`config.mk`:
```
export PLATFORM = sky130hd
export DESIGN_NAME = ebrh_top
export DESIGN_NICKNAME = d
export VERILOG_FILES = /design/src/core/ebrh_sync.v /design/src/core/ebrh_top.v
export VERILOG_INCLUDE_DIRS = /design/src /design/src/core
export SDC_FILE = /design/constraint.sdc
export NUM_CORES = 1
export LEC_CHECK = 0
export BUFFER_PORTS_ARGS = -buffer_cell sky130_fd_sc_hd__buf_2
export CAP_MARGIN = 5
export CORE_MARGIN = 2
export CORE_UTILIZATION = 55
export DETAILED_ROUTE_END_ITERATION = 8
export PLACE_DENSITY = 0.81
export SLEW_MARGIN = 20
export SYNTH_ARGS = -nofsm -noshare
export SYNTH_HDL_FRONTEND = slang
export SYNTH_SLANG_ARGS = --single-unit
```
`constraint.sdc`:
```
create_clock -name aclk -period 2.7 [get_ports aclk]
set_input_delay 0.135 -clock aclk [delete_from_list [all_inputs] [get_ports aclk]]
set_output_delay 0.135 -clock aclk [all_outputs]
set_load 0.02 [all_outputs]
```
`src/core/ebrh_defines.vh`:
```
// Constants for the external bus ready and hold arbitration block
`ifndef EBRH_DEFINES_VH
`define EBRH_DEFINES_VH

// Register byte offsets
`define EBRH_OFF_CTRL 8'h00
`define EBRH_OFF_CMD 8'h04
`define EBRH_OFF_ADDR 8'h08
`define EBRH_OFF_WDATA 8'h0C
`define EBRH_OFF_STATUS 8'h10
`define EBRH_OFF_RDATA 8'h14

// Control register fields
`define EBRH_CTRL_RDYEN 0
`define EBRH_CTRL_ASYNC 1
`define EBRH_CTRL_POL 2
`define EBRH_CTRL_ARBEN 3
`define EBRH_CTRL_LEN_LSB 4
`define EBRH_CTRL_LEN_MSB 8
`define EBRH_CTRL_MASK 32'h0000_01FF
`define EBRH_CTRL_RST 32'h0000_0000

// Command register fields
`define EBRH_CMD_START 0
`define EBRH_CMD_WRITE 1
`define EBRH_CMD_CLRDONE 2

// Address and data registers
`define EBRH_HALF_MASK 32'h0000_FFFF
`define EBRH_WORD_RST 32'h0000_0000

// Status register fields
`define EBRH_ST_BUSY 0
`define EBRH_ST_GRANT 1
`define EBRH_ST_DEVICE_BUS_REQUEST_OUT 2
`define EBRH_ST_DONE 3
`define EBRH_ST_PEND 4
`define EBRH_ST_STATE_LSB 5
`define EBRH_ST_STATE_MSB 7

// AXI responses
`define EBRH_RESP_OKAY 2'h0
`define EBRH_RESP_SLVERR 2'h2

// Reference clock half period in system clocks
`define EBRH_REF_HALF 8

`endif

```
`src/core/ebrh_sync.v`:
```
// Two-stage synchroniser for pin inputs
`timescale 1ns/100ps
module ebrh_sync #(
  parameter W = 1
) (
  // Clock and reset
  input wire aclk,
  input wire aresetn,
  // Data
  input wire [W-1:0] d,
  output reg [W-1:0] q
);
  reg [W-1:0] meta_q;

  always @(posedge aclk) begin
    if (!aresetn) begin
      meta_q <= {W{1'b0}};
      q <= {W{1'b0}};
    end else begin
      meta_q <= d;
      q <= meta_q;
    end
  end
endmodule

```
`src/core/ebrh_top.v`:
```
// External bus cycle control with READY handshake and hold arbitration
//
// Contract
// - Read data captured on the edge that raises the read strobe.
// - An early address change never disturbs the captured read data.
// - Read data are not used after the read strobe rises.
// - External READY lengthens or ends the running bus cycle.
// - READY polarity is selectable and READY is read by that polarity.
// - Asynchronous READY passes an extra stage, costing one waitstate minimum.
// - READY inactive at sample point inserts one waitstate, then samples again.
// - READY active at sample point ends the running cycle.
// - Synchronous and asynchronous READY sample at different points.
// - Mandatory access waitstates finish before READY is evaluated.
// - Hold requests are honoured only while arbitration is enabled.
// - The running bus cycle completes before the bus is granted.
// - On release, controls are driven inactive, then float; ALE stays low.
// - On regain, controls go from floating to driven inactive; ALE low.
// - Regain starts only when the hold request goes high.
// - Hold may drop without a bus request; regain proceeds normally.
// - Own bus request is asserted only after the bus is released.
// - Next own bus cycle starts only after regain completes.
// - READY stretches only the access phase of 1 to 32 units.
//
// The AXI4-Lite slave port and the address map are this design's own decisions.
`timescale 1ns/100ps
`include "ebrh_defines.vh"
module ebrh_top #(
  parameter AW = 8,
  parameter DIVW = 4,
  parameter REF_HALF = `EBRH_REF_HALF
) (
  // Clock and reset
  input wire aclk,
  input wire aresetn,
  // AXI4-Lite write address
  input wire [AW-1:0] s_axi_awaddr,
  input wire [2:0] s_axi_awprot,
  input wire s_axi_awvalid,
  output reg s_axi_awready,
  // AXI4-Lite write data
  input wire [31:0] s_axi_wdata,
  input wire [3:0] s_axi_wstrb,
  input wire s_axi_wvalid,
  output reg s_axi_wready,
  // AXI4-Lite write response
  output reg [1:0] s_axi_bresp,
  output reg s_axi_bvalid,
  input wire s_axi_bready,
  // AXI4-Lite read address
  input wire [AW-1:0] s_axi_araddr,
  input wire [2:0] s_axi_arprot,
  input wire s_axi_arvalid,
  output reg s_axi_arready,
  // AXI4-Lite read data
  output reg [31:0] s_axi_rdata,
  output reg [1:0] s_axi_rresp,
  output reg s_axi_rvalid,
  input wire s_axi_rready,
  // External bus
  output reg reference_clock_output,
  output reg [15:0] bus_addr,
  output reg bus_addr_oe,
  output reg [15:0] bus_wdata,
  output reg bus_data_oe,
  input wire [15:0] bus_rdata_in,
  output reg bus_rd_n,
  output reg bus_wr_n,
  output reg bus_ale,
  output reg bus_ctrl_oe,
  input wire bus_ready_in,
  // Arbitration
  input wire hold_req_n,
  output reg bus_grant_acknowledge_n,
  output reg device_bus_request_out_n
);
  localparam S_IDLE = 3'h0;
  localparam S_ADDR = 3'h1;
  localparam S_ACC = 3'h2;
  localparam S_RDYW = 3'h3;
  localparam S_HOLD = 3'h4;
  localparam S_REL = 3'h5;
  localparam S_FLOAT = 3'h6;
  localparam S_REG = 3'h7;
  localparam [DIVW-1:0] DIV_LAST = REF_HALF[DIVW-1:0] - 1'b1;

  reg [DIVW-1:0] div_q;
  reg [2:0] state_q;
  reg [4:0] acc_q;
  reg [31:0] ctrl_q;
  reg [31:0] addr_q;
  reg [31:0] wdat_q;
  reg [15:0] rcap_q;
  reg pend_q;
  reg write_q;
  reg done_q;
  reg a1_q;
  reg a2_q;
  reg [AW-1:0] awaddr_q;
  reg [31:0] wdata_q;
  reg [3:0] wstrb_q;
  wire [17:0] sync_q;
  wire rdy_s;
  wire hold_s;
  wire [15:0] rdat_s;
  wire rise_tick;
  wire fall_tick;
  wire rdy_act;
  wire rdy_ok;
  wire hold_req;
  wire in_cycle;
  wire wr_go;
  wire cmd_wr;
  wire cmd_start;
  wire cmd_clr;
  wire done_set;
  wire [4:0] acc_len;
  reg [31:0] rd_mux;
  reg rd_err;

  // Pins cross into the system clock domain
  ebrh_sync #(
    .W(18)
  ) u_sync (
    .aclk(aclk),
    .aresetn(aresetn),
    .d({bus_ready_in, hold_req_n, bus_rdata_in}),
    .q(sync_q)
  );
  assign rdy_s = sync_q[17];
  assign hold_s = sync_q[16];
  assign rdat_s = sync_q[15:0];

  // Byte-lane merge for register writes
  function [31:0] merge;
    input [31:0] old;
    input [31:0] nw;
    input [3:0] strb;
    integer i;
    begin
      merge = old;
      for (i = 0; i < 4; i = i + 1) begin
        if (strb[i]) begin
          merge[i*8 +: 8] = nw[i*8 +: 8];
        end
      end
    end
  endfunction

  // Reference clock divider; all bus phases move on its rising edge
  always @(posedge aclk) begin
    if (!aresetn) begin
      div_q <= {DIVW{1'b0}};
      reference_clock_output <= 1'b0;
    end else if (div_q == DIV_LAST) begin
      div_q <= {DIVW{1'b0}};
      reference_clock_output <= ~reference_clock_output;
    end else begin
      div_q <= div_q + 1'b1;
    end
  end
  assign rise_tick = (div_q == DIV_LAST) & ~reference_clock_output;
  assign fall_tick = (div_q == DIV_LAST) & reference_clock_output;

  assign rdy_act = ctrl_q[`EBRH_CTRL_POL] ? rdy_s : ~rdy_s;

  always @(posedge aclk) begin
    if (!aresetn) begin
      a1_q <= 1'b0;
      a2_q <= 1'b0;
    end else begin
      if (fall_tick) begin
        a1_q <= rdy_act;
      end
      if (rise_tick) begin
        a2_q <= a1_q;
      end
    end
  end
  assign rdy_ok = ctrl_q[`EBRH_CTRL_ASYNC] ? a2_q : rdy_act;

  assign hold_req = ctrl_q[`EBRH_CTRL_ARBEN] & ~hold_s;
  assign acc_len = ctrl_q[`EBRH_CTRL_LEN_MSB:`EBRH_CTRL_LEN_LSB];
  assign in_cycle = (state_q == S_ADDR) | (state_q == S_ACC) | (state_q == S_RDYW) |
                    (state_q == S_HOLD);

  // Write is performed once address and data are both held
  assign wr_go = ~s_axi_awready & ~s_axi_wready & ~s_axi_bvalid;
  assign cmd_wr = wr_go & (awaddr_q == `EBRH_OFF_CMD) & wstrb_q[0];
  // Start while busy is ignored
  assign cmd_start = cmd_wr & wdata_q[`EBRH_CMD_START] & ~pend_q & ~in_cycle;
  assign cmd_clr = cmd_wr & wdata_q[`EBRH_CMD_CLRDONE];
  assign done_set = rise_tick & (state_q == S_HOLD);

  // AXI4-Lite write side
  always @(posedge aclk) begin
    if (!aresetn) begin
      s_axi_awready <= 1'b1;
      s_axi_wready <= 1'b1;
      s_axi_bvalid <= 1'b0;
      s_axi_bresp <= `EBRH_RESP_OKAY;
      awaddr_q <= {AW{1'b0}};
      wdata_q <= `EBRH_WORD_RST;
      wstrb_q <= 4'h0;
      ctrl_q <= `EBRH_CTRL_RST;
      addr_q <= `EBRH_WORD_RST;
      wdat_q <= `EBRH_WORD_RST;
    end else begin
      if (s_axi_awready & s_axi_awvalid) begin
        s_axi_awready <= 1'b0;
        awaddr_q <= s_axi_awaddr;
      end
      if (s_axi_wready & s_axi_wvalid) begin
        s_axi_wready <= 1'b0;
        wdata_q <= s_axi_wdata;
        wstrb_q <= s_axi_wstrb;
      end
      if (wr_go) begin
        s_axi_bvalid <= 1'b1;
        s_axi_bresp <= `EBRH_RESP_OKAY;
        case (awaddr_q)
          `EBRH_OFF_CTRL: begin
            ctrl_q <= merge(ctrl_q, wdata_q, wstrb_q) & `EBRH_CTRL_MASK;
          end
          `EBRH_OFF_CMD: begin
          end
          `EBRH_OFF_ADDR: begin
            addr_q <= merge(addr_q, wdata_q, wstrb_q) & `EBRH_HALF_MASK;
          end
          `EBRH_OFF_WDATA: begin
            wdat_q <= merge(wdat_q, wdata_q, wstrb_q) & `EBRH_HALF_MASK;
          end
          `EBRH_OFF_STATUS, `EBRH_OFF_RDATA: begin
          end
          default: begin
            s_axi_bresp <= `EBRH_RESP_SLVERR;
          end
        endcase
      end
      if (s_axi_bvalid & s_axi_bready) begin
        s_axi_bvalid <= 1'b0;
        s_axi_awready <= 1'b1;
        s_axi_wready <= 1'b1;
      end
    end
  end

  // Read mux
  always @* begin
    rd_mux = `EBRH_WORD_RST;
    rd_err = 1'b0;
    case (s_axi_araddr)
      `EBRH_OFF_CTRL: rd_mux = ctrl_q;
      `EBRH_OFF_CMD: rd_mux = `EBRH_WORD_RST;
      `EBRH_OFF_ADDR: rd_mux = addr_q;
      `EBRH_OFF_WDATA: rd_mux = wdat_q;
      `EBRH_OFF_STATUS: begin
        rd_mux[`EBRH_ST_BUSY] = pend_q | in_cycle;
        rd_mux[`EBRH_ST_GRANT] = ~bus_grant_acknowledge_n;
        rd_mux[`EBRH_ST_DEVICE_BUS_REQUEST_OUT] = ~device_bus_request_out_n;
        rd_mux[`EBRH_ST_DONE] = done_q;
        rd_mux[`EBRH_ST_PEND] = pend_q;
        rd_mux[`EBRH_ST_STATE_MSB:`EBRH_ST_STATE_LSB] = state_q;
      end
      `EBRH_OFF_RDATA: rd_mux[15:0] = rcap_q;
      default: rd_err = 1'b1;
    endcase
  end

  // AXI4-Lite read side
  always @(posedge aclk) begin
    if (!aresetn) begin
      s_axi_arready <= 1'b1;
      s_axi_rvalid <= 1'b0;
      s_axi_rdata <= `EBRH_WORD_RST;
      s_axi_rresp <= `EBRH_RESP_OKAY;
    end else begin
      if (s_axi_arready & s_axi_arvalid) begin
        s_axi_arready <= 1'b0;
        s_axi_rvalid <= 1'b1;
        s_axi_rdata <= rd_mux;
        s_axi_rresp <= rd_err ? `EBRH_RESP_SLVERR : `EBRH_RESP_OKAY;
      end
      if (s_axi_rvalid & s_axi_rready) begin
        s_axi_rvalid <= 1'b0;
        s_axi_arready <= 1'b1;
      end
    end
  end

  // Done flag; a completing cycle beats a clear in the same clock
  always @(posedge aclk) begin
    if (!aresetn) begin
      done_q <= 1'b0;
    end else if (done_set) begin
      done_q <= 1'b1;
    end else if (cmd_clr) begin
      done_q <= 1'b0;
    end
  end

  // Bus cycle and arbitration sequencer
  always @(posedge aclk) begin
    if (!aresetn) begin
      state_q <= S_IDLE;
      acc_q <= 5'h0;
      pend_q <= 1'b0;
      write_q <= 1'b0;
      rcap_q <= 16'h0000;
      bus_addr <= 16'h0000;
      bus_addr_oe <= 1'b1;
      bus_wdata <= 16'h0000;
      bus_data_oe <= 1'b0;
      bus_rd_n <= 1'b1;
      bus_wr_n <= 1'b1;
      bus_ale <= 1'b0;
      bus_ctrl_oe <= 1'b1;
      bus_grant_acknowledge_n <= 1'b1;
      device_bus_request_out_n <= 1'b1;
    end else begin
      if (cmd_start) begin
        pend_q <= 1'b1;
        write_q <= wdata_q[`EBRH_CMD_WRITE];
      end
      if (rise_tick) begin
        case (state_q)
          S_IDLE: begin
            if (hold_req) begin
              state_q <= S_REL;
            end else if (pend_q) begin
              pend_q <= 1'b0;
              bus_addr <= addr_q[15:0];
              bus_wdata <= wdat_q[15:0];
              bus_ale <= 1'b1;
              state_q <= S_ADDR;
            end
          end
          S_ADDR: begin
            bus_ale <= 1'b0;
            bus_rd_n <= write_q;
            bus_wr_n <= ~write_q;
            bus_data_oe <= write_q;
            acc_q <= 5'h0;
            state_q <= S_ACC;
          end
          S_ACC: begin
            if (acc_q != acc_len) begin
              acc_q <= acc_q + 5'h1;
            end else if (!ctrl_q[`EBRH_CTRL_RDYEN] || rdy_ok) begin
              bus_rd_n <= 1'b1;
              bus_wr_n <= 1'b1;
              if (!write_q) begin
                rcap_q <= rdat_s;
              end
              state_q <= S_HOLD;
            end else begin
              state_q <= S_RDYW;
            end
          end
          S_RDYW: begin
            if (rdy_ok) begin
              bus_rd_n <= 1'b1;
              bus_wr_n <= 1'b1;
              if (!write_q) begin
                rcap_q <= rdat_s;
              end
              state_q <= S_HOLD;
            end
          end
          S_HOLD: begin
            bus_data_oe <= 1'b0;
            state_q <= S_IDLE;
          end
          S_REL: begin
            bus_ctrl_oe <= 1'b0;
            bus_addr_oe <= 1'b0;
            bus_ale <= 1'b0;
            bus_grant_acknowledge_n <= 1'b0;
            state_q <= S_FLOAT;
          end
          S_FLOAT: begin
            if (hold_s) begin
              bus_grant_acknowledge_n <= 1'b1;
              device_bus_request_out_n <= 1'b1;
              bus_ctrl_oe <= 1'b1;
              bus_addr_oe <= 1'b1;
              state_q <= S_REG;
            end else begin
              device_bus_request_out_n <= ~pend_q;
            end
          end
          S_REG: begin
            bus_ale <= 1'b0;
            state_q <= S_IDLE;
          end
          default: begin
            state_q <= S_IDLE;
          end
        endcase
      end
    end
  end
endmodule

```
==> results.py, run 1 <==
metrics = {
    "status": {
        "status": "finished, final reports clean",
    },
    "place": {
        "hpwl_um": 12600,
        "place_congestion": 0.926,
        "place_ws_ns": 0.453,
        "portBuffers": 122,
        "place_inst": 1161,
    },
    "worst_setup_path": {
        "r2r_setup_slack_ns": 0.44,
        "startpoint": "awaddr_q[4]",
        "reg2reg_from": "awaddr_q[4]",
        "r2r_cells": 5,
        "cp-end-kind": "flop",
        "r2r_end": "addr_q[4]",
        "startpoint_type": "flop",
        "path_class": "reg -> reg",
        "cp_max_fo": 8,
        "cp.required_ns": 3.03,
        "crit_arrival_ns": 2.58,
    },
    "cells_and_area": {
        "final_nets": 1129,
        "fillers": 1094,
        "area_delta_synth_final_pct": 21.1,
        "final_cells": 1242,
        "drive_gt1_share_pct": 16.9,
    },
    "route": {
        "vias": 6648,
        "ant_nets": 0,
        "post_drt_wl_per_cell_um": 15.3,
        "viasPerCell": 5.35,
        "dr.pass1.iters": 5,
        "wl_um": 19000,
        "drt_iter0_markers": 486,
        "drc": 0,
    },
    "synthesis": {
        "ys.flop_type": "dfxtp_1",
        "synth_warnings": 0,
        "synth.yosys.seq_area_share_pct": 48.7,
        "synth_area_per_cell_um2": 9.06,
        "syn_inst": 899,
        "synthArstFlopShare_pct": 0,
        "synth_edf_count": 0,
        "ys_ff_latch": 198,
        "syn_area_mm2": 0.00814,
        "yosysUniqueCellTypes": 56,
    },
    "floorplanning": {
        "start_util_pct": 56.2,
        "die_h_um": 126,
        "die_width_um": 126,
        "rows": 44,
        "num_io_pins": 165,
        "fp.coreArea_mm2": 0.0145,
        "die-area_mm2": 0.0158,
    },
    "clocking": {
        "clockRootBuffer": "clkbuf_16",
        "post_cts_buffers": 0,
        "htree_levels": 4,
        "cts_tree": "done",
        "clk_latency_ns": 0.44,
        "cts.sink_count": 198,
        "clockBufferDepth": 2,
        "clk_pin_slew_ns": 0.07,
        "cts_buffers": 17,
    },
    "hold_path": {
        "holdPathEnd": "wdata_q[15]",
        "whs_path_depth": 3,
        "hp-class": "in -> reg",
        "min-delay-start": "s_axi_wdata[15]",
    },
    "global_routing": {
        "first_global_vias": 6340,
        "globalRouteOverflowTotal": 0,
        "grt_pass1_wl_um": 30800,
        "grt_usage_pct": 24.3,
        "grt_max_degree": 80,
        "antenna_found_initial": 1,
    },
    "sta": {
        "grt_setup_unrepaired": "false",
        "fin_tns_setup_ns": 0,
        "finalHoldViolCount": 0,
        "tightest_slew_ns": 0.755,
        "post-route-period-util_pct": 83.6,
        "finalWorstSetupSlack_ns": 0.442,
        "max_freq_mhz": 443,
        "worst_clock_skew_ns": 0.00854,
        "setup_viol": 0,
        "slew_headroom_pct": 49.3,
        "final-max-slew-violation-count": 0,
        "finalCriticalPeriod_ns": 2.26,
    },
    "power": {
        "fin_total_pwr_mw": 5.85,
        "vdd_drop_max_mv": 0.471,
        "leakage_nw": 3.84,
        "power_density_mw_per_mm2": 594,
    },
    "job": {
        "cap_violations": 0,
    },
}
metrics by stage:
step	cell area (µm²)	util [%]	hold WS, ns
floorplan	8210	-	0.235
global placement	8790	60.7	0.342
detailed placement	8790	60.7	0.345
CTS	9860	68.1	0.00813
global route	9860	68.1	0.0198
finish	9860	68.1	0.0423
cell usage in the layout, fill, tap and decap left out, types with 3 or more instances in the layout:
master	Yosys	layout
a21boi_1	43	43
inv_1	8	8
o21ai_1	13	13
a21boi_0	32	32
xnor2_1	4	4
o211ai_1	4	4
inv_6	0	4
nand2_1	181	181
nand3_1	19	19
o22ai_1	9	9
a22oi_1	15	15
or3_1	9	9
buf_2	6	121
and3_1	5	5
a21oi_1	23	23
mux2_2	7	7
nor2b_1	46	46
nor3_4	3	3
nand2b_1	4	4
nor3_1	9	9
nor2_1	22	22
dfxtp_1	198	198
clkbuf_16	0	17
and2_1	42	42
o21a_1	5	5
dlygate4sd3_1	0	48
or4_1	3	3
buf_4	20	13
mux2i_1	64	64
conb_1	1	18
xor2_1	4	4
o21ai_0	22	22
clkinv_4	0	4
report_power, final:
| part | internal (mW) | switching (mW) |
|---|---|---|
| Clock | 1.32 | 1.16 |
| Sequential | 2.98 | 0.0424 |
| Combinational | 0.162 | 0.191 |
| Total | 4.46 | 1.39 |
worst max-delay path, stage by stage, from the launching register on:
cell and delay [ns]:
dfxtp_1 0.33, or3_1 0.40, or3b_1 0.55, nor3_4 0.53, mux2i_1 0.26, nor2b_1 0.07
logic make-up (layout without fill, tap and decap cells):
logic type,Yosys count,in the layout,synth area share [%]
compound gates,183,183,15.2
xor+xnor,8,8,0.860
fa+ha+maj,2,2,0.307
buf+inv,82,223,4.89
flops,198,198,48.7
mux,71,71,8.83
other cells,1,19,0.0460
simple gates,354,354,21.2
registers in the layout, indices dropped and copies added, names as in the netlist, 8 cells and up:
register and flops:
u_sync.meta_q 18, u_sync.q 18, addr_q 16, bus_addr 16
bus_wdata 16, rcap_q 16, s_axi_rdata 16, wdat_q 16
wdata_q 16, ctrl_q 9, awaddr_q 8
worst max-delay path by stage:
| stage | end | slack, ns | cells after the start |
|---|---|---|---|
| 6_report | addr_q[4] | 0.44 | 5 |
| 5_1_grt | addr_q[4] | 0.32 | 5 |
| 4_1_cts | addr_q[4] | 0.44 | 5 |
| 3_5_place_dp | addr_q[2] | 0.45 | 5 |
| 3_3_place_gp | addr_q[1] | 0.50 | 5 |
| 2_1_floorplan | acc_q[3] | 0.71 | 6 |
routing by layer:
| layer | GRT usage, % | vias to the layer above | share of wire (%) |
|---|---|---|---|
| met5 | 0 | - | 0 |
| met2 | 39.6 | 214 | 47 |
| li1 | - | 3317 | - |
| met4 | 10.1 | 0 | 3.2 |
| met3 | 6.29 | 42 | 5.9 |
| met1 | 30.7 | 3075 | 44 |
Yosys cell counts, types with 5 or more instances:
cell / instances / share of area (%)
dfxtp_1: 198 / 49
nand2_1: 181 / 8.3
mux2i_1: 64 / 7.9
nor2b_1: 46 / 3.5
a21boi_1: 43 / 4.0
and2_1: 42 / 3.2
clkbuf_1: 42 / 1.9
a21boi_0: 32 / 2.9
a21oi_1: 23 / 1.4
nor2_1: 22 / 1.0
o21ai_0: 22 / 1.4
buf_4: 20 / 1.8
nand3_1: 19 / 1.2
a22oi_1: 15 / 1.4
o21ai_1: 13 / 0.80
nor3_1: 9 / 0.55
o22ai_1: 9 / 0.69
or3_1: 9 / 0.69
inv_1: 8 / 0.37
mux2_2: 7 / 0.97
buf_2: 6 / 0.37
and3_1: 5 / 0.38
buf_1: 5 / 0.23
o21a_1: 5 / 0.46
repair_timing:
item / 4_1_cts / 5_1_grt
hold endpoints to repair: 45 / 0
hold buffers: 48 / 0
gates resized for setup: 0 / 0
area by class of cell:
cell class,count,area [µm²],area share (%)
Clock buffer,18,439,4.45
Multi-Input combinational cell,636,3850,39.0
Sequential cell,198,3960,40.2
Inverter,8,30.0,0.305
Tap cell,184,230,2.33
Clock inverter,14,145,1.47
Antenna cell,1,2.50,0.0254
Timing Repair Buffer,183,1200,12.2
No activity file was read; power rests on OpenSTA's default activity.
==> inputs of run 2 (changes only) <==
- clock period: 2.7 -> 2.32 ns (I/O delays scaled with it)
==> run 2 against run 1 <==
Compared with the run above: global-route usage up 0.45 points; register-to-register slack worse by 0.25 ns; clock power up 27%; worst setup slack worse by 0.25 ns; sequential power up 16%; non-clock buffer count up 9; sequential share of layout area down 0.60 points; total power up 21%; core utilization up 1.0 points; cell area up 1.5%; first-iteration DRC count down 1.9%; wire length up 2.3%; largest power group unchanged.
==> results.py, run 2 (synthesis gave the netlist of run 1 again) <==
metrics = {
    "sta": {
        "post-route-period-util_pct": 91.8,
        "grt_setup_unrepaired": "false",
        "slew_headroom_pct": 54.2,
        "finalCriticalPeriod_ns": 2.13,
        "finalHoldViolCount": 0,
        "final-max-slew-violation-count": 0,
        "tightest_slew_ns": 0.676,
        "fin_tns_setup_ns": 0,
        "max_freq_mhz": 469,
        "worst_clock_skew_ns": 0.00692,
        "setup_viol": 0,
    },
    "clocking": {
        "clk_latency_ns": 0.44,
        "clockBufferDepth": 2,
        "post_cts_buffers": 0,
        "cts_resized": 0,
        "cts_hold_buf": 51,
        "htree_levels": 4,
        "cts_buffers": 17,
        "clk_pin_slew_ns": 0.07,
        "cts.sink_count": 198,
        "clockRootBuffer": "clkbuf_16",
        "cts_tree": "done",
    },
    "route": {
        "wl_um": 19400,
        "ant_nets": 0,
        "viasPerCell": 5.33,
        "met1_length_um": 8670,
        "dr.pass1.iters": 5,
        "maxUsedRoutingLayer": "met4",
        "post_drt_wl_per_cell_um": 15.5,
        "drc": 0,
        "drt_iter0_markers": 477,
        "wl_met2_um": 9420,
        "dr_wl_met3_um": 897,
        "vias": 6661,
    },
    "place": {
        "hpwl_um": 12600,
        "portBuffers": 122,
        "place_congestion": 0.891,
    },
    "floorplanning": {
        "die-area_mm2": 0.0158,
        "num_io_pins": 165,
        "fp.coreArea_mm2": 0.0145,
        "rows": 44,
        "die_width_um": 126,
        "start_util_pct": 56.2,
        "die_h_um": 126,
    },
    "hold_path": {
        "whs_path_depth": 3,
        "holdPathEnd": "rcap_q[5]",
        "hp-class": "in -> reg",
        "min-delay-start": "aresetn",
    },
    "power": {
        "power_density_mw_per_mm2": 708,
        "vdd_drop_max_mv": 0.602,
        "leakage_nw": 3.91,
        "fin_total_pwr_mw": 7.09,
    },
    "worst_setup_path": {
        "reg2reg_from": "awaddr_q[4]",
        "worst_path_max_delay_cell": "or3b_1",
        "r2r_setup_slack_ns": 0.19,
        "r2r_cells": 6,
        "crit_arrival_ns": 2.46,
        "startpoint_type": "flop",
        "path_class": "reg -> reg",
        "cp.required_ns": 2.65,
        "max_stage_delay_ns": 0.55,
        "cp-end-kind": "flop",
        "cp_max_fo": 8,
        "crit_chain": "or3_1, or3b_1, nor3_4, buf_4, mux2i_1, nor2b_1",
        "r2r_end": "addr_q[0]",
    },
    "global_routing": {
        "first_global_vias": 6291,
        "antenna_found_initial": 0,
        "globalRouteOverflowTotal": 0,
        "grt_usage_pct": 24.7,
        "grt_max_degree": 103,
        "grt_pass1_wl_um": 31500,
    },
    "cells_and_area": {
        "diodes": 0,
        "final_common_cell": "dfxtp_1",
        "drive_gt1_share_pct": 17.4,
        "final_nets": 1138,
        "area_delta_synth_final_pct": 22.9,
        "final_cell_mix": "dfxtp_1 (198), nand2_1 (181), buf_2 (121)",
        "top_regs": "u_sync.meta_q: 18 flops, u_sync.q: 18 flops",
    },
    "status": {
        "status": "finished, final reports clean",
    },
    "job": {
        "cap_violations": 0,
    },
}
[run 2: cell types whose count changed in the layout (fill, tap and decap cells not counted), sizes merged]
cell | previous run | this run
dlygate4sd3 | 48 | 51
clkinvlp | 1 | 3
bufinv | 1 | 3
buf | 135 | 141
inv | 13 | 15
clkinv | 7 | 2
diode | 1 | 0
clkbuf | 18 | 17
[run 2: power by group]
group | internal, mW | switching [mW] | leakage [nW]
Sequential | 3.46 | 0.0497 | 1.61
Clock | 1.75 | 1.40 | 0.303
Combinational | 0.196 | 0.224 | 2.00
[run 2: worst max path at each step]
stage / from / endpoint / slack (ns) / cells after the start
final: awaddr_q[4] / addr_q[0] / 0.19 / 6
after global routing: s_axi_awready / ctrl_q[2] / 0.08 / 6
after CTS: awaddr_q[4] / addr_q[0] / 0.19 / 6
after detailed placement: awaddr_q[4] / addr_q[2] / 0.22 / 6
after global placement: awaddr_q[4] / addr_q[7] / 0.29 / 6
after floorplan: div_q[0] / acc_q[4] / 0.33 / 6
[run 2: through the flow]
| step | cell area, µm² | worst slack (ns) | hold slack [ns] | instances | util, % |
|---|---|---|---|---|---|
| after floorplan | 8210 | 0.325 | 0.216 | 916 | - |
| after global placement | 8860 | 0.289 | 0.323 | 1167 | 61.2 |
| after detailed placement | 8860 | 0.224 | 0.324 | 1167 | 61.2 |
| after CTS | 10000 | 0.187 | 0.0184 | 1250 | 69.1 |
| after global routing | 10000 | 0.0832 | 0.0281 | 1250 | 69.1 |
| final | 10000 | 0.189 | 0.0280 | 1250 | 69.1 |
[run 2: layout make-up]
class                      count  area (µm²)
inverter                       8        30.0
sequential                   198        3960
timing repair buffer         192        1300
tap                          184         230
multi-input combinational    636        3850
clock inverter                15         211
fill                        1133        4470
clock buffer                  17         425
[run 2: per-layer routing]
layer  vias up  global-route usage, %
met4         0                   8.24
met3        29                   5.23
li1       3324                      -
met5         -                      0
met2       172                   40.8
met1      3136                   32.4
[run 2: critical path: cells and delay by family (launching register included)]
kind,cells,cell delay [ns]
and+or+nand+nor,4,1.23
DFF,1,0.32
muxes,1,0.23
buffers and inverters,1,0.22
==> inputs of run 3 (changes only) <==
- ABC_AREA: not set -> 1
==> run 3 against run 2 <==
Compared with the run above: count of clock-buffer cells in the layout increased by 2; wire length increased by 0.65%; sequential power about the same; clock skew is 0.0082 ns higher; area after synthesis decreased by 1.1%; core utilization fell by 2.3 points; clock power shrank 5%; sequential share of layout area increased by 1.5 points; combinational power is 16% higher; maximum frequency rose by 9.1%; largest cell class unchanged; largest power group unchanged.
==> results.py, run 3 <==
metrics = {
    "place": {
        "place_area_mm2": 0.00868,
        "hpwl_um": 13000,
        "portBuffers": 122,
        "place_ws_ns": 0.430,
        "place_congestion": 0.876,
        "place_inst": 1312,
    },
    "global_routing": {
        "grt_usage_pct": 25.1,
        "first_global_vias": 6476,
        "antenna_found_initial": 0,
        "globalRouteOverflowTotal": 0,
        "grt_max_degree": 155,
        "grt_pass1_wl_um": 31900,
    },
    "synthesis": {
        "yosysTopAreaCellShare_pct": 49.2,
        "syn_inst": 1046,
        "synth_top_family_by_area": "simple AND/OR/NAND/NOR gates",
        "synth_warnings": 0,
        "yosysMostFrequentCell": "dfxtp_1",
        "synth.yosys.seq_area_share_pct": 49.2,
        "yosys.area_share.simple_pct": 24.2,
        "yosys.area_share.xor_xnor_pct": 0.544,
        "ys.flop_type": "dfxtp_1",
        "yosys-top-cells-count": "dfxtp_1 (198), nand2_1 (150), nor2_1 (148)",
        "muxShareOfSynthArea_pct": 0,
        "synth_area_leaders": "dfxtp_1 (49%), nand2_1 (7.0%), nor2_1 (6.9%), o21ai_0 (6.5%), inv_1 (5.3%)",
        "synthAdderAreaFrac_pct": 0.311,
        "synth_area_per_cell_um2": 7.70,
        "synth_top_area_cell": "dfxtp_1",
        "yosysUniqueCellTypes": 37,
        "synth_edf_count": 0,
        "synth_compound_area_share_pct": 15.1,
        "syn_area_mm2": 0.00806,
        "ys_ff_latch": 198,
        "synthArstFlopShare_pct": 0,
    },
    "clocking": {
        "clk_pin_slew_ns": 0.07,
        "htree_levels": 4,
        "cts_buffers": 17,
        "clockBufferDepth": 2,
        "clk_latency_ns": 0.44,
        "cts_tree": "done",
        "clockRootBuffer": "clkbuf_16",
        "cts_resized": 0,
        "cts.sink_count": 198,
    },
    "cells_and_area": {
        "final_cells": 1379,
        "final_cell_mix": "dfxtp_1 (198), nand2_1 (150), nor2_1 (148)",
        "final_common_cell": "dfxtp_1",
        "final_nets": 1268,
        "top_regs": "u_sync.meta_q: 18 flops, u_sync.q: 18 flops",
        "drive_gt1_share_pct": 17.8,
        "area_delta_synth_final_pct": 19.6,
        "design_area_mm2": 0.00964,
        "multi_input_area_mm2": 0.00331,
        "layout.area.seq_mm2": 0.00396,
        "diodes": 0,
        "fillers": 1193,
    },
    "sta": {
        "finalWorstSetupSlack_ns": 0.367,
        "worst_clock_skew_ns": 0.0151,
        "slew_headroom_pct": 44.6,
        "grt_setup_unrepaired": "false",
        "setup_viol": 0,
        "fin_tns_setup_ns": 0,
        "finalHoldViolCount": 0,
        "final-max-slew-violation-count": 0,
        "tightest_slew_ns": 0.829,
        "post-route-period-util_pct": 84.2,
        "max_freq_mhz": 512,
        "finalCriticalPeriod_ns": 1.95,
    },
    "job": {
        "cap_violations": 0,
    },
    "worst_setup_path": {
        "worst_path_max_delay_cell": "dfxtp_1",
        "cp_max_fo": 18,
        "path_class": "reg -> reg",
        "max_stage_delay_ns": 0.56,
        "crit_chain": "inv_2, nand2_1, nor2_2, a21oi_4, nand2_1, nand2_1, nand2_1, nor2_1",
        "crit_arrival_ns": 2.32,
        "cp.required_ns": 2.69,
        "r2r_cells": 8,
        "worstSetupPathDepth": 8,
        "critPathBufInv": 1,
        "cp-end-kind": "flop",
        "r2r_setup_slack_ns": 0.37,
        "startpoint_type": "flop",
        "cp_top_family": "simple AND/OR/NAND/NOR gates",
        "cp_common_cell": "nand2_1",
    },
    "route": {
        "viasPerCell": 5.24,
        "vias": 7232,
        "drt_iter0_markers": 517,
        "ant_nets": 0,
        "drc": 0,
        "dr.pass1.iters": 5,
        "post_drt_wl_per_cell_um": 14.2,
        "wl_um": 19500,
    },
    "hold_path": {
        "hp-class": "in -> reg",
        "whs_path_depth": 3,
    },
    "floorplanning": {
        "die_width_um": 125,
        "start_util_pct": 55.8,
        "rows": 44,
        "die-area_mm2": 0.0156,
        "fp.coreArea_mm2": 0.0144,
        "num_io_pins": 165,
        "die_h_um": 125,
    },
    "power": {
        "vdd_drop_max_mv": 0.657,
        "power_density_mw_per_mm2": 727,
        "leakage_nw": 4.54,
        "fin_total_pwr_mw": 7.01,
    },
    "status": {
        "status": "finished, final reports clean",
    },
}
==> run 3: logic make-up (layout without fill, tap and decap cells) <==
family | Yosys count | after routing
compound gates | 223 | 223
other cells | 1 | 18
buf+inv | 188 | 320
fa+ha+maj | 2 | 2
simple gates | 429 | 429
xor+xnor | 5 | 5
flops | 198 | 198
==> run 3: repair_timing <==
| action | CTS | global route |
|---|---|---|
| endpoints found under the hold margin | 38 | 0 |
| hold buffers | 36 | 0 |
| setup buffers | 0 | 0 |
==> run 3: through the flow <==
step	hold slack [ns]	utilization, %
floorplan	0.214	-
global placement	0.297	60.2
detailed placement	0.299	60.2
CTS	0.00228	66.8
global route	0.0417	66.8
finish	0.00582	66.8
==> run 3: area by class of cell <==
| cell class | count | area share, % |
|---|---|---|
| clock inverter | 12 | 1.58 |
| tap | 184 | 2.39 |
| multi-input combinational | 677 | 34.3 |
| sequential | 198 | 41.1 |
| inverter | 118 | 4.60 |
| timing repair buffer | 171 | 11.4 |
| clock buffer | 19 | 4.60 |
==> run 3: layer usage <==
metal	global-route usage, %	share of wire [%]	vias up
li1	-	-	3629
met3	5.18	6.3	39
met5	0	0	-
met4	10.7	3.1	0
met1	32.3	43	3301
met2	41.1	47	263
==> run 3: power by group <==
group | switching [mW] | internal, mW | leakage [nW] | total, mW
Clock | 1.26 | 1.72 | 0.293 | 2.98
Sequential | 0.0437 | 3.49 | 1.61 | 3.54
Combinational | 0.314 | 0.176 | 2.63 | 0.490
Total | 1.62 | 5.39 | 4.54 | 7.01
==> run 3: tightest hold or removal path, stage by stage <==
cell and delay, ns:
buf_2 0.08, o21ai_0 0.09, a21oi_1 0.11
==> run 3: final timing paths <==
| kind | to | from |
|---|---|---|
| worst max-delay path | state_q[0] | state_q[2] |
| worst min-delay path | wdata_q[7] | s_axi_wdata[7] |
| worst max register to register | state_q[0] | state_q[2] |
| worst min register to register | u_sync.q[17] | u_sync.meta_q[17] |
